--- config.mk ---
export PLATFORM = sky130hd
export DESIGN_NAME = lintc_core
export DESIGN_NICKNAME = d
export VERILOG_FILES = /design/src/lintc_timer.sv /design/src/lintc_core.sv /design/src/lintc_irq.sv
export SDC_FILE = /design/constraint.sdc
export NUM_CORES = 1
export LEC_CHECK = 0
export BUFFER_PORTS_ARGS = -buffer_cell sky130_fd_sc_hd__buf_2
export CORE_MARGIN = 2
export CORE_UTILIZATION = 48
export DETAILED_ROUTE_END_ITERATION = 8
export PLACE_DENSITY = 0.75
export SLEW_MARGIN = 20
export SYNTH_ARGS = -nofsm -noshare
export SYNTH_HDL_FRONTEND = slang
export SYNTH_SLANG_ARGS = --single-unit
--- constraint.sdc ---
create_clock -name core_clk_i -period 2.7 [get_ports core_clk_i]
set_input_delay 0.54 -clock core_clk_i [delete_from_list [all_inputs] [get_ports core_clk_i]]
set_output_delay 0.54 -clock core_clk_i [all_outputs]
set_load 0.02 [all_outputs]
--- src/lintc_timer.sv ---
// lintc package (shared constants) and the dominant-level duration timer
`timescale 1ns/10ps
package lintc_pkg;
	// ------------------------------------------------------------------
	// clock and timing
	// ------------------------------------------------------------------
	localparam int unsigned CLK_PERIOD_NS  = 100;
	localparam int unsigned WAKE_TIME_NS   = 50000;     // least dominant time for wake-up
	localparam int unsigned DOM_TIMEOUT_NS = 6000000;   // dominant time-out (clamp detect)
	localparam int unsigned RST_PULSE_NS   = 20000;     // length of the wake reset pulse
	localparam int unsigned WAKE_CYC       = (WAKE_TIME_NS + CLK_PERIOD_NS - 1) / CLK_PERIOD_NS;
	localparam int unsigned DOM_CYC        = (DOM_TIMEOUT_NS + CLK_PERIOD_NS - 1) / CLK_PERIOD_NS;
	localparam int unsigned RST_CYC        = (RST_PULSE_NS + CLK_PERIOD_NS - 1) / CLK_PERIOD_NS;

	// ------------------------------------------------------------------
	// system modes as reported by the system controller
	// ------------------------------------------------------------------
	localparam int unsigned MODE_W        = 3;
	localparam logic [2:0]  MODE_NORMAL   = 3'h0;
	localparam logic [2:0]  MODE_FLASH    = 3'h1;
	localparam logic [2:0]  MODE_STANDBY  = 3'h2;
	localparam logic [2:0]  MODE_SLEEP    = 3'h3;
	localparam logic [2:0]  MODE_FAILSAFE = 3'h4;

	// ------------------------------------------------------------------
	// register map (byte addresses) and fields
	// ------------------------------------------------------------------
	localparam logic [3:0]  ADDR_CTRL   = 4'h0;
	localparam logic [3:0]  ADDR_STATUS = 4'h4;
	localparam logic [3:0]  ADDR_IRQ    = 4'h8;
	localparam logic [3:0]  ADDR_MASK   = 4'hc;
	localparam int unsigned CTRL_TXC    = 0;    // bus_tx_control_bit
	localparam int unsigned CTRL_HBTS   = 1;    // high_battery_term_select
	localparam int unsigned CTRL_WIE    = 2;    // bus_wake_irq_enable
	localparam logic [2:0]  CTRL_RST    = 3'h0;
	localparam int unsigned ST_ONLINE   = 0;
	localparam int unsigned ST_WAKE     = 1;
	localparam int unsigned ST_SHORT    = 2;
	localparam int unsigned ST_TERM     = 3;    // three bits, one-hot termination state
	localparam int unsigned IRQ_W       = 2;
	localparam int unsigned IRQ_WAKE    = 0;
	localparam int unsigned IRQ_SHORT   = 1;
	localparam logic [1:0]  MASK_RST    = 2'h3;

	// ------------------------------------------------------------------
	// state types
	// ------------------------------------------------------------------
	typedef enum logic [1:0] {LINK_OFF = 2'b01, LINK_ON = 2'b10} lintc_link_t;
	typedef enum logic [2:0] {
		TERM_FLOAT  = 3'b001,
		TERM_WEAK   = 3'b010,
		TERM_STRONG = 3'b100
	} lintc_term_t;
endpackage : lintc_pkg

// counts consecutive cycles of run_i and saturates at LIMIT
module lintc_timer #(
	parameter int unsigned LIMIT = 16
) (
	input  wire logic core_clk_i,
	input  wire logic reset_i,
	input  wire logic run_i,
	output logic      expired_o
);
	localparam int unsigned CW = $clog2(LIMIT + 1);
	localparam logic [CW-1:0] LIM = CW'(LIMIT);

	if (LIMIT < 1) begin : g_bad_limit
		$error("lintc_timer: LIMIT must be at least one");
	end

	logic [CW-1:0] cnt;

	// restart on every gap in run_i, hold at the limit
	always_ff @(posedge core_clk_i or posedge reset_i) begin
		if (reset_i) begin
			cnt <= '0;
		end else if (!run_i) begin
			cnt <= '0;
		end else if (cnt != LIM) begin
			cnt <= cnt + CW'(1);
		end
	end

	assign expired_o = (cnt == LIM);
endmodule : lintc_timer

--- src/lintc_core.sv ---
// lintc: LIN transceiver mode, wake-up and termination control with Avalon-MM registers
//
// Design decisions made here: the register addresses and register access over Avalon-MM.
`timescale 1ns/10ps
module lintc_core import lintc_pkg::*; #(
	parameter int unsigned WAKE_CYCLES = WAKE_CYC,
	parameter int unsigned DOM_CYCLES  = DOM_CYC,
	parameter int unsigned RST_CYCLES  = RST_CYC
) (
	input  wire logic              core_clk_i,
	input  wire logic              reset_i,
	// avalon-mm slave
	input  wire logic [3:0]        avs_address_i,
	input  wire logic              avs_read_i,
	input  wire logic              avs_write_i,
	input  wire logic [31:0]       avs_writedata_i,
	input  wire logic [3:0]        avs_byteenable_i,
	output logic      [31:0]       avs_readdata_o,
	output logic                   avs_waitrequest_o,
	// system controller
	input  wire logic [MODE_W-1:0] sys_mode_i,
	input  wire logic              failsafe_wake_fail_i,
	// lin bus side
	input  wire logic              lin_bus_i,
	input  wire logic              lin_txd_i,
	output logic                   lin_tx_enable_o,
	output logic                   lin_tx_o,
	output logic                   lin_receive_wake_out_o,
	output logic                   term_strong_o,
	output logic                   term_high_batt_o,
	output logic                   term_weak_o,
	output logic                   rx_ref_12v_o,
	// host pins
	output logic                   system_reset_out_n_o,
	output logic                   irq_out_n_o
);
	// a reset pulse shorter than two cycles may be missed by the host
	if (WAKE_CYCLES < 1 || DOM_CYCLES <= WAKE_CYCLES
		|| RST_CYCLES < 2 || RST_CYCLES > 65535) begin : g_bad_params
		$error("lintc_core: timing parameters out of range");
	end

	// ------------------------------------------------------------------
	// helpers
	// ------------------------------------------------------------------
	function automatic logic mode_is_active(input logic [MODE_W-1:0] m);
		return (m == MODE_NORMAL) || (m == MODE_FLASH);
	endfunction : mode_is_active

	function automatic logic mode_is_unpowered(input logic [MODE_W-1:0] m);
		return (m == MODE_SLEEP) || (m == MODE_FAILSAFE);
	endfunction : mode_is_unpowered

	// ------------------------------------------------------------------
	// declarations
	// ------------------------------------------------------------------
	lintc_link_t       link;
	lintc_term_t       term;
	logic [2:0]        ctrl;
	logic [IRQ_W-1:0]  irq_mask;
	logic [IRQ_W-1:0]  irq_status;
	logic [IRQ_W-1:0]  irq_set;
	logic [IRQ_W-1:0]  irq_clr;
	logic [IRQ_W-1:0]  rd_irq_snap;
	logic              irq_any;
	logic              ack;
	logic              wr_go;
	logic              rd_go;
	logic              wake_flag;
	logic              short_gnd;
	logic              bus_dom;
	logic              mode_active;
	logic              enter_on;
	logic              wake_exp;
	logic              dom_exp;
	logic              wake_evt;
	logic              short_set;
	logic              short_clr;
	logic              rst_req;
	logic              irq_req;
	logic              rst_active;
	logic [15:0]       rst_cnt;

	assign bus_dom     = !lin_bus_i;
	assign mode_active = mode_is_active(sys_mode_i);
	assign enter_on    = (link == LINK_OFF) && mode_active;

	// ------------------------------------------------------------------
	// avalon-mm slave: one wait cycle, then the answer
	// ------------------------------------------------------------------
	// waitrequest drops on the second cycle of every request
	assign avs_waitrequest_o = (avs_read_i || avs_write_i) && !ack;
	assign wr_go = avs_write_i && ack;
	assign rd_go = avs_read_i && ack;

	always_ff @(posedge core_clk_i or posedge reset_i) begin
		if (reset_i) begin
			ack <= 1'b0;
		end else begin
			ack <= (avs_read_i || avs_write_i) && !ack;
		end
	end

	// read data is captured in the wait cycle; unmapped addresses read zero
	always_ff @(posedge core_clk_i or posedge reset_i) begin
		if (reset_i) begin
			avs_readdata_o <= 32'h0;
			rd_irq_snap    <= '0;
		end else if (avs_read_i && !ack) begin
			rd_irq_snap    <= (avs_address_i == ADDR_IRQ) ? irq_status : '0;
			unique case (avs_address_i)
				ADDR_CTRL:   avs_readdata_o <= {29'h0, ctrl};
				ADDR_STATUS: avs_readdata_o <= {26'h0, term, short_gnd, wake_flag,
					link == LINK_ON};
				ADDR_IRQ:    avs_readdata_o <= {30'h0, irq_status};
				ADDR_MASK:   avs_readdata_o <= {30'h0, irq_mask};
				default:     avs_readdata_o <= 32'h0;
			endcase
		end
	end

	// control and mask registers, low byte lane only
	always_ff @(posedge core_clk_i or posedge reset_i) begin
		if (reset_i) begin
			ctrl     <= CTRL_RST;
			irq_mask <= MASK_RST;
		end else if (wr_go && avs_byteenable_i[0]) begin
			if (avs_address_i == ADDR_CTRL) begin
				ctrl <= avs_writedata_i[2:0];
			end
			if (avs_address_i == ADDR_MASK) begin
				irq_mask <= avs_writedata_i[IRQ_W-1:0];
			end
		end
	end

	// ------------------------------------------------------------------
	// duration counters on the chip clock
	// ------------------------------------------------------------------
	// wake time only counts off-line; the time-out restarts on on-line entry
	lintc_timer #(.LIMIT(WAKE_CYCLES)) u_wake_tmr (
		.core_clk_i (core_clk_i),
		.reset_i    (reset_i),
		.run_i      (bus_dom && link == LINK_OFF),
		.expired_o  (wake_exp)
	);

	lintc_timer #(.LIMIT(DOM_CYCLES)) u_dom_tmr (
		.core_clk_i (core_clk_i),
		.reset_i    (reset_i),
		.run_i      (bus_dom && !enter_on),
		.expired_o  (dom_exp)
	);

	// ------------------------------------------------------------------
	// link state and wake flag
	// ------------------------------------------------------------------
	// long dominant then first recessive cycle; the counter clears on that edge
	assign wake_evt = (link == LINK_OFF) && wake_exp && !bus_dom;

	// power-on lands off-line; the link follows the system mode
	always_ff @(posedge core_clk_i or posedge reset_i) begin
		if (reset_i) begin
			link <= LINK_OFF;
		end else begin
			link <= mode_active ? LINK_ON : LINK_OFF;
		end
	end

	// set wins over either clear so no wake-up slips through
	always_ff @(posedge core_clk_i or posedge reset_i) begin
		if (reset_i) begin
			wake_flag <= 1'b0;
		end else if (wake_evt) begin
			wake_flag <= 1'b1;
		end else if (mode_active) begin
			wake_flag <= 1'b0;
		end else if (failsafe_wake_fail_i) begin
			wake_flag <= 1'b0;
		end
	end

	// ------------------------------------------------------------------
	// ground short detection and termination
	// ------------------------------------------------------------------
	assign short_set = dom_exp && !short_gnd;
	assign short_clr = short_gnd && (!bus_dom || enter_on);

	// on-line entry forgets an older short; recessive bus ends it
	always_ff @(posedge core_clk_i or posedge reset_i) begin
		if (reset_i) begin
			short_gnd <= 1'b0;
		end else if (enter_on) begin
			short_gnd <= 1'b0;
		end else if (short_set) begin
			short_gnd <= 1'b1;
		end else if (!bus_dom) begin
			short_gnd <= 1'b0;
		end
	end

	// termination switch choice
	always_ff @(posedge core_clk_i or posedge reset_i) begin
		if (reset_i) begin
			term <= TERM_WEAK;
		end else if (link == LINK_ON) begin
			term <= short_gnd ? TERM_WEAK : TERM_STRONG;
		end else begin
			term <= short_gnd ? TERM_FLOAT : TERM_WEAK;
		end
	end

	assign term_strong_o = term[2];
	assign term_weak_o   = term[1];

	// supply select for the switch and the receiver reference
	always_ff @(posedge core_clk_i or posedge reset_i) begin
		if (reset_i) begin
			term_high_batt_o <= 1'b0;
			rx_ref_12v_o     <= 1'b0;
		end else begin
			term_high_batt_o <= ctrl[CTRL_HBTS];
			rx_ref_12v_o     <= ctrl[CTRL_HBTS];
		end
	end

	// ------------------------------------------------------------------
	// transmitter and receive output
	// ------------------------------------------------------------------
	// one cycle of latency on receive data, harmless at lin bit rates
	always_ff @(posedge core_clk_i or posedge reset_i) begin
		if (reset_i) begin
			lin_tx_enable_o        <= 1'b0;
			lin_tx_o               <= 1'b1;
			lin_receive_wake_out_o <= 1'b1;
		end else if (link == LINK_ON) begin
			lin_tx_enable_o        <= ctrl[CTRL_TXC];
			lin_tx_o               <= ctrl[CTRL_TXC] ? lin_txd_i : 1'b1;
			lin_receive_wake_out_o <= lin_bus_i;
		end else begin
			lin_tx_enable_o        <= 1'b0;
			lin_tx_o               <= 1'b1;
			lin_receive_wake_out_o <= !wake_flag;
		end
	end

	// ------------------------------------------------------------------
	// wake reaction: reset pulse or interrupt
	// ------------------------------------------------------------------
	// in normal mode the link is on-line, so no wake-up is seen there
	assign rst_req = wake_evt && (mode_is_unpowered(sys_mode_i)
		|| (sys_mode_i == MODE_STANDBY && !ctrl[CTRL_WIE]));
	assign irq_req = wake_evt && sys_mode_i == MODE_STANDBY && ctrl[CTRL_WIE];

	always_ff @(posedge core_clk_i or posedge reset_i) begin
		if (reset_i) begin
			rst_cnt    <= 16'h0;
			rst_active <= 1'b0;
		end else if (rst_req) begin
			rst_cnt    <= 16'(RST_CYCLES - 1);
			rst_active <= 1'b1;
		end else if (rst_cnt != 16'h0) begin
			rst_cnt    <= rst_cnt - 16'h1;
		end else begin
			rst_active <= 1'b0;
		end
	end

	assign system_reset_out_n_o = !rst_active;

	// read clears only the bits it returned; write one also clears
	assign irq_set = {short_set || short_clr, irq_req};
	assign irq_clr = (rd_go ? rd_irq_snap : '0)
		| ((wr_go && avs_address_i == ADDR_IRQ && avs_byteenable_i[0])
		? avs_writedata_i[IRQ_W-1:0] : '0);

	lintc_irq #(.W(IRQ_W)) u_irq (
		.core_clk_i (core_clk_i),
		.reset_i    (reset_i),
		.set_i      (irq_set),
		.clr_i      (irq_clr),
		.flush_i    (rst_active),
		.mask_i     (irq_mask),
		.status_o   (irq_status),
		.irq_o      (irq_any)
	);

	assign irq_out_n_o = !irq_any;
endmodule : lintc_core

--- src/lintc_irq.sv ---
// lintc sticky interrupt status with mask and a level interrupt
`timescale 1ns/10ps
module lintc_irq #(
	parameter int unsigned W = 2
) (
	input  wire logic         core_clk_i,
	input  wire logic         reset_i,
	input  wire logic [W-1:0] set_i,
	input  wire logic [W-1:0] clr_i,
	input  wire logic         flush_i,
	input  wire logic [W-1:0] mask_i,
	output logic      [W-1:0] status_o,
	output logic              irq_o
);
	if (W < 1 || W > 32) begin : g_bad_width
		$error("lintc_irq: W must lie in 1..32");
	end

	// a set arriving together with a clear or a flush survives
	always_ff @(posedge core_clk_i or posedge reset_i) begin
		if (reset_i) begin
			status_o <= '0;
		end else if (flush_i) begin
			status_o <= set_i;
		end else begin
			status_o <= (status_o & ~clr_i) | set_i;
		end
	end

	assign irq_o = |(status_o & mask_i);
endmodule : lintc_irq

## After elaboration in Yosys (flattened, before gate mapping)

Cells that the tools add are included.
W data, S select, Z words.

- Register bits: 95
- Input port bits: 50
- Output and inout bits: 42

- Add/subtract/negate cells: 3
- Eq/ne operators: 16
- Multiplexer cells: 27
- Bitwise gates (word level): 5
- Reduce and logical (&&, ||, !) cells: 41

Operator list:

| operator | number |
|---|---|
| $mux W16 | 4 |
| $pmux W6 S4 | 1 |
| $logic_and A1 B1 Y1 | 18 |
| $mux W9 | 2 |
| $add A16 B1 Y16 const B | 1 |
| $eq A16 B16 Y1 const B | 1 |
| $ne A16 B16 Y1 const B | 1 |
| $reduce_bool A16 Y1 | 1 |
| $sub A16 B1 Y16 const B | 1 |
| $mux W1 | 12 |
| $mux W2 | 6 |
| $add A9 B1 Y9 const B | 1 |
| $eq A9 B9 Y1 const B | 1 |
| $ne A9 B9 Y1 const B | 1 |
| $eq A4 B4 Y1 const B | 2 |
| $logic_not A1 Y1 | 8 |
| $eq A3 B2 Y1 const B | 2 |
| $logic_or A1 B1 Y1 | 6 |
| $mux W3 | 2 |
| $ne A2 B2 Y1 const B | 3 |
| $reduce_bool A3 Y1 | 2 |
| $and A2 B2 Y2 | 2 |
| $eq A4 B3 Y1 const B | 1 |
| $logic_not A4 Y1 | 1 |
| 10 further kinds | 12 |

## Longest topological paths before layout

Gate-level depths: netlist of the first run.

- Depth after elaboration: 9
- Gate-level depth with buffers: 7
- Gate-level depth less buffers: 6

## Hierarchy

A second synthesis of the first run with hierarchy kept.

- Cells, all modules: 377
- Area total of the unflattened synthesis: 3,743.6 um^2

By module, submodules not included:

| module | times used | cells an instance | area an instance (um^2) |
|---|---|---|---|
| lintc_core | 1 | 223 | 2,260.9 |
| lintc_timer (u_dom_tmr) | 1 | 95 | 904.6 |
| lintc_timer (u_wake_tmr) | 1 | 51 | 489.2 |
| lintc_irq | 1 | 8 | 88.8 |

## Worst setup path after synthesis of the first run

Ideal clock, no wire load.

- Path type: register -> register
- Start point: register rst_cnt[0]
- End point: register rst_cnt[1]
- Library setup time: 126 ps
- Arrival time: 1,844 ps
- Slack: 729 ps
- Stages on the path, launching flop included: 7
- Period minus slack after synthesis: 1,971 ps
- Cells stage by stage: dfrtp_1 inv_1 ha_1 or4b_1 nor4_4 a21oi_1 a311o_1

- Longest elaborated chain between the ends: 3
- Elaborated cells on any way between the ends: 5
- Those cells by class: 1 x add/sub; 2 x mux; 2 x reduce/logical

RTL lines:

| item | line | text |
|---|---|---|
| start: declaration | lintc_core.sv:82 | `logic [15:0] rst_cnt;` |
| start signal: assignment | lintc_core.sv:260 | `rst_cnt <= 16'(RST_CYCLES - 1);` |
| start signal: assignment | lintc_core.sv:263 | `rst_cnt <= rst_cnt - 16'h1;` |
| $sub A16 B1 Y16 | lintc_core.sv:263 |  |
| $mux W16 | lintc_core.sv:262 | `end else if (rst_cnt != 16'h0) begin` |
| $mux W16 | lintc_core.sv:259 | `end else if (rst_req) begin` |

Parallel ways exist; a longest one is shown, timed or not. The select of a mux whose other input is x is not followed.
A chain may end at the register's enable or synchronous reset.

## Worst setup path after layout of the first run

Same ends and word-level chain as after synthesis.

==> reports/qor.yml, run 1 <==
status: "completed"
vdd_drop_max_v: 0.000288
worstPathRequired_ns: 2.92
first_pass_iters: 4
die_height_microns: 90.6
via_per_inst: 5.34
io_buffers: 33
worstSetupEndpointType: "register"
pin_count: 92
track_usage_pct: 17.0
power_density_mw_per_mm2: 549
antenna_found_initial: 0
grt_max_degree: 70
p_int_w: 0.00168
finalHoldViolations: 0
ys_warn_count: 0
post_cts_resize_count: 0
drc: 0
ys.flop_type: "dfrtp_1"
antenna_cells: 0
cap_viol_max_count: 0
dpl_cell_area_sq_mm: 0.00378
swShare_pct: 23.7
finClkSkew_ns: 0.00796
h-tree-depth: 3
place_ws_ns: 0.645
max_stage_delay_ns: 0.54
setup_violations: 0
fin_tns_setup_ns: 0
gp_congestion: 0.869
cts_setup_buffers: 0
netlist_area_sq_mm: 0.00360
synth-seq-cells: 69
synth-edff-count: 0
max_freq_mhz: 485
synth_cell_type_count: 49
final_antenna_net_count: 0
p_clk_share_pct: 43.2
clk_pin_slew_ns: 0.07
multi_input_area_sq_mm: 0.00166
yosysMostFrequentCell: "dfrtp_1"
cts_hold_buf: 0
start_util_pct: 49.6
tightest_slew_ns: 0.639
grt_overflow: 0
cts_root_buf: "clkbuf_8"
hold_slack_ns: 0.269
crit_type: "reg2reg"
drt_iter0_drc: 158
vias: 2674
stdcell_area_sq_mm: 0.00401
synth_common_cells: "63 x dfrtp_1, 36 x nor2_1, 27 x buf_4"
routed_wl_mm: 6.57
hold_path_class: "in2async"
relSlewSlack_pct: 56.8
hpwl_mm: 4.62
slew_violations: 0
rows: 31
worstPathArrival_ns: 2.28
synth-async-reset-ratio_pct: 100
cpMaxStageDelayCell: "or4b_1"
fillers: 622
period_needed_ns: 2.06
post-route-period-util_pct: 76.4
rsz0062_at_grt: "no"
finalNetCount: 455
fp.dieW_microns: 90.6
ys_seq_area_share_pct: 48.2
finalWorstSetupSlack_ns: 0.638
cts_buffer_depth: 2
area_growth_syn_to_layout_pct: 11.6
cts_buffers: 9
drive_above_1_share_pct: 20.4
dieArea_sq_mm: 0.00820
clock_latency_ns: 0.34
final-seq-area_sq_mm: 0.00173
grt_pass1_wl_mm: 11.5
core_sq_mm: 0.00725
p_seq_share_pct: 49.1
cts_tree: "yes"
synth_top_area_cell: "dfrtp_1"
yosys.area.top_type_share_pct: 43.8
combPwrFrac_pct: 7.7
path_max_fanout: 8
synth_area_leaders: "dfrtp_1 44%, buf_4 5.6%, dfstp_2 4.4%"
cp-start-kind: "register"
switchingPower_w: 0.000522
cp_cell_sequence: "inv_1 > ha_1 > or4b_1 > nor4_4 > buf_4 > a21oi_1 > a311o_1"
netlist_instances: 360
syn_avg_cell_area_sq_um: 9.99
numClockSinks: 69
grt_pass1_vias: 2519
power.leakage_nw: 1.78
routedWlPerCell_microns: 13.1
## final timing paths
kind                                end  startpoint  cells past startpoint  slack, ns
max                          rst_cnt[1]  rst_cnt[0]                      7       0.64
min                         rst_cnt[10]     reset_i                      3       0.27
max reg2reg                  rst_cnt[1]  rst_cnt[0]                      7       0.64
min reg2reg                rx_ref_12v_o     ctrl[1]                      0       0.44
max in group asynchronous   irq_mask[0]     reset_i                      3       2.11
min in group core_clk_i        lin_tx_o   lin_txd_i                      2       0.39
## routing by layer
layer | vias to the layer above | wire, microns | track usage (%)
met2 | 73 | 3080 | 25.9
met3 | 13 | 258 | 2.50
met5 | - | 0 | 0
li1 | 1299 | - | -
met1 | 1289 | 3090 | 23.9
met4 | 0 | 135 | 7.95
## area by class of cell
cell class	instances	share of cell area, %
clock buffer	11	3.77
clock inverter	5	2.06
inverter	16	1.50
multi-input combinational	265	41.4
sequential	69	43.2
tap	99	3.09
timing repair buffer	36	4.99
## through the flow
stage / cells / total power, W / utilization [%]
4_1_cts: 501 / 0.00223 / 55.3
5_1_grt: 501 / 0.00230 / 55.3
3_3_place_gp: 485 / 0.00127 / 52.1
2_1_floorplan: 385 / 0.00125 / -
3_5_place_dp: 485 / 0.00127 / 52.1
6_report: 501 / 0.00220 / 55.3
## flip-flops by register name, indices dropped and copies added, names as in the netlist, 3 cells and up
signal          flops
u_wake_tmr.cnt      9
ctrl                3
u_dom_tmr.cnt      16
avs_readdata_o      6
term                3
rst_cnt            16
## cell usage in the layout, fill, tap and decap left out, types with 4 or more instances in the layout
master / Yosys / routed
a21oi_1: 17 / 17
a22o_1: 5 / 5
a31o_2: 4 / 4
and3_1: 4 / 4
and4_1: 5 / 5
buf_2: 1 / 33
clkbuf_8: 0 / 11
conb_1: 1 / 26
dfrtp_1: 63 / 63
dfstp_2: 6 / 6
ha_1: 8 / 8
inv_1: 16 / 15
mux2_2: 7 / 7
nand2_1: 19 / 19
nand2b_1: 9 / 9
nand3_1: 16 / 16
nand4_1: 11 / 11
nor2_1: 36 / 36
nor3_1: 12 / 12
o21ai_0: 14 / 14
or3_1: 9 / 9
or4_1: 4 / 4
xnor2_1: 5 / 5
xor2_1: 13 / 13
## power by group through the flow
stage               Sequential [W]  Combinational (W)  Clock, W
detailed placement         0.00110           0.000170         0
floorplan                  0.00110           0.000146         0
global route               0.00109           0.000188   0.00102
finish                     0.00108           0.000169  0.000953
global placement           0.00110           0.000165         0
CTS                        0.00108           0.000171  0.000976
## critical path, delay by kind of cell, from the launching register on
family                     cells  cell delay, ns
and+or+nand+nor                2            0.70
DFF                            1            0.39
AOI/OAI and AO/OA              2            0.39
buffers and inverters          2            0.30
adders and majority gates      1            0.16
## kinds of logic (layout without fill, tap and decap cells)
group | count (synthesis) | in the layout | synth area share, %
other cells | 1 | 26 | 0.104
buf+inv | 51 | 68 | 8.18
fa+ha+maj | 8 | 8 | 2.78
compound gates | 54 | 54 | 9.53
simple gates | 149 | 149 | 23.8
xor+xnor | 18 | 18 | 4.38
flops | 69 | 69 | 48.2
mux | 10 | 10 | 3.03
No activity file was read; power rests on OpenSTA's default activity.
==> inputs of run 2 (changes only) <==
--- a/config.mk
+++ b/config.mk
@@ -5,11 +5,12 @@
 export SDC_FILE = /design/constraint.sdc
 export NUM_CORES = 1
 export LEC_CHECK = 0
+export ABC_AREA = 1
 export BUFFER_PORTS_ARGS = -buffer_cell sky130_fd_sc_hd__buf_2
 export CORE_MARGIN = 2
 export CORE_UTILIZATION = 48
 export DETAILED_ROUTE_END_ITERATION = 8
-export PLACE_DENSITY = 0.75
+export PLACE_DENSITY = 0.74
 export SLEW_MARGIN = 20
 export SYNTH_ARGS = -nofsm -noshare
 export SYNTH_HDL_FRONTEND = slang
==> constraint.sdc (replaced) <==
create_clock -name core_clk_i -period 1.95 [get_ports core_clk_i]
set_input_delay 0.39 -clock core_clk_i [delete_from_list [all_inputs] [get_ports core_clk_i]]
set_output_delay 0.39 -clock core_clk_i [all_outputs]
set_load 0.02 [all_outputs]
==> run 2 against run 1 <==
Net effect: sequential power grew 39%; global-route usage increased by 2.9 points; synthesized cell count increased by 44%; design area is 10% higher.
==> reports/qor.yml, run 2 <==
hold_path_class: "in2async"
grt_overflow: 0
dieArea_sq_mm: 0.00912
finalHoldViolations: 0
power_density_mw_per_mm2: 660
top_layer_used: "met4"
io_buffers: 33
post-route-period-util_pct: 85.5
route.met3.wl_microns: 374
vias: 3406
cap_viol_max_count: 0
switchingPower_w: 0.000757
synth-seq-cells: 69
pin_count: 92
fp.dieW_microns: 95.5
final_cell_mix: "114 x nand2_1, 74 x inv_1, 63 x dfrtp_1"
utilization_pct: 54.2
antenna_found_initial: 0
antenna_cells: 0
first_pass_iters: 5
grt_max_degree: 27
routed_wl_mm: 8.21
synth-async-reset-ratio_pct: 100
netlist_area_sq_mm: 0.00402
numClockSinks: 69
post_cts_resize_count: 0
grt_pass1_vias: 3276
yosysMostFrequentCell: "nand2_1"
clk_pin_slew_ns: 0.08
relSlewSlack_pct: 60.9
p_clk_share_pct: 39.6
worstPathArrival_ns: 1.28
cts_buffers: 9
cts_tree: "yes"
hpwl_mm: 6.29
synth_top_area_cell: "dfrtp_1"
cp-start-kind: "register"
p_seq_share_pct: 51.3
rows: 33
ys_warn_count: 0
netlist_instances: 518
status: "completed"
worstSetupEndpointType: "output port"
synth-edff-count: 0
top_regs: "rst_cnt (16), u_dom_tmr.cnt (16), u_wake_tmr.cnt (9)"
drt_iter0_drc: 177
setup_violations: 0
ys.flop_type: "dfrtp_1"
via_per_inst: 5.08
drive_above_1_share_pct: 17.3
tightest_slew_ns: 0.585
met1Wirelength_mm: 3.49
clock_latency_ns: 0.34
combPwrFrac_pct: 9.0
worstPathRequired_ns: 1.56
power.leakage_nw: 2.24
core_sq_mm: 0.00818
vdd_drop_max_v: 0.000548
final_antenna_net_count: 0
max_freq_mhz: 600
synth_cell_type_count: 37
cts_hold_buf: 0
final_common_cell: "nand2_1"
drc: 0
slew_violations: 0
cts_root_buf: "clkbuf_8"
finalNetCount: 619
synth_area_leaders: "dfrtp_1 39%, nand2_1 11%, inv_1 7.0%"
fin_tns_setup_ns: 0
swShare_pct: 25.9
start_util_pct: 49.1
area_growth_syn_to_layout_pct: 10.3
cts_setup_buffers: 0
synth_common_cells: "114 x nand2_1, 75 x inv_1, 63 x dfrtp_1"
gp_congestion: 0.956
grt_pass1_wl_mm: 14.2
yosys.area.top_type_share_pct: 39.3
finClkSkew_ns: 0.0115
wl_met2_mm: 4.17
path_max_fanout: 2
die_height_microns: 95.5
syn_avg_cell_area_sq_um: 7.75
cts_buffer_depth: 2
period_needed_ns: 1.67
p_int_w: 0.00217
crit_type: "reg2out"
ys_seq_area_share_pct: 43.2
rsz0062_at_grt: "no"
h-tree-depth: 3
track_usage_pct: 19.9
routedWlPerCell_microns: 12.2
[run 2: changes by cell type after synthesis, sizes merged, moves of 9 or more]
cell	previous run	this run
nor2	36	74
nor3	12	3
o21ai	14	36
or3	12	0
nand2	19	123
xor2	13	2
inv	16	80
nand2b	9	0
nand3	16	50
[run 2: critical path: stages (launching register included)]
cell and delay, ns:
dfstp_2 0.54, inv_1 0.05, o21ai_0 0.15, inv_1 0.05, buf_2 0.15
[run 2: worst paths after layout]
check                                          start                     end  slack [ns]  cells after the start
worst max register to register            rst_cnt[0]             rst_cnt[10]        0.31                      7
worst min-delay path                         reset_i       u_dom_tmr.cnt[15]        0.11                      2
min in group core_clk_i         failsafe_wake_fail_i               wake_flag        0.24                      2
max in group asynchronous                    reset_i  lin_receive_wake_out_o        1.26                      3
worst min register to register               ctrl[1]            rx_ref_12v_o        0.44                      0
worst max-delay path                     irq_mask[0]             irq_out_n_o        0.28                      4
[run 2: metrics by stage]
stage | power [W] | setup WS, ns | cell area [sq um] | cells | hold slack [ns]
global placement | 0.00179 | 0.361 | 4240 | 655 | 0.427
CTS | 0.00296 | 0.264 | 4430 | 671 | 0.119
detailed placement | 0.00179 | 0.343 | 4240 | 655 | 0.425
finish | 0.00292 | 0.283 | 4430 | 671 | 0.109
global route | 0.00306 | 0.139 | 4430 | 671 | 0.128
floorplan | 0.00175 | 0.593 | 4110 | 543 | 0.375
[run 2: kinds of logic after synthesis]
logic type	count (synthesis)	synth area share, %
adders and majority gates	8	2.49
and+or+nand+nor	271	32.5
DFF	69	43.2
xor gates and xnor gates	4	0.872
other	1	0.0934
AOI/OAI and AO/OA	56	7.98
buffers and inverters	109	12.9
[run 2: cell type report]
class	instances	area, sq um
inverters	81	308
clock inverters	4	48.8
clock buffers	12	145
repair buffers	35	205
fillers	754	3740
well taps	105	131
multi-input cells	365	1860
flip-flops and latches	69	1730
[run 2: layer usage]
layer	vias to the layer above	GRT usage, %
met3	21	5.14
met5	-	0
li1	1681	-
met4	0	7.50
met1	1621	24.2
met2	83	34.1
[run 2: power by group through the flow]
stage,clock network [W],logic [W],registers [W]
6_report,0.00116,0.000264,0.00150
5_1_grt,0.00125,0.000299,0.00150
4_1_cts,0.00119,0.000268,0.00150
3_5_place_dp,0,0.000268,0.00153
3_3_place_gp,0,0.000261,0.00153
2_1_floorplan,0,0.000223,0.00153
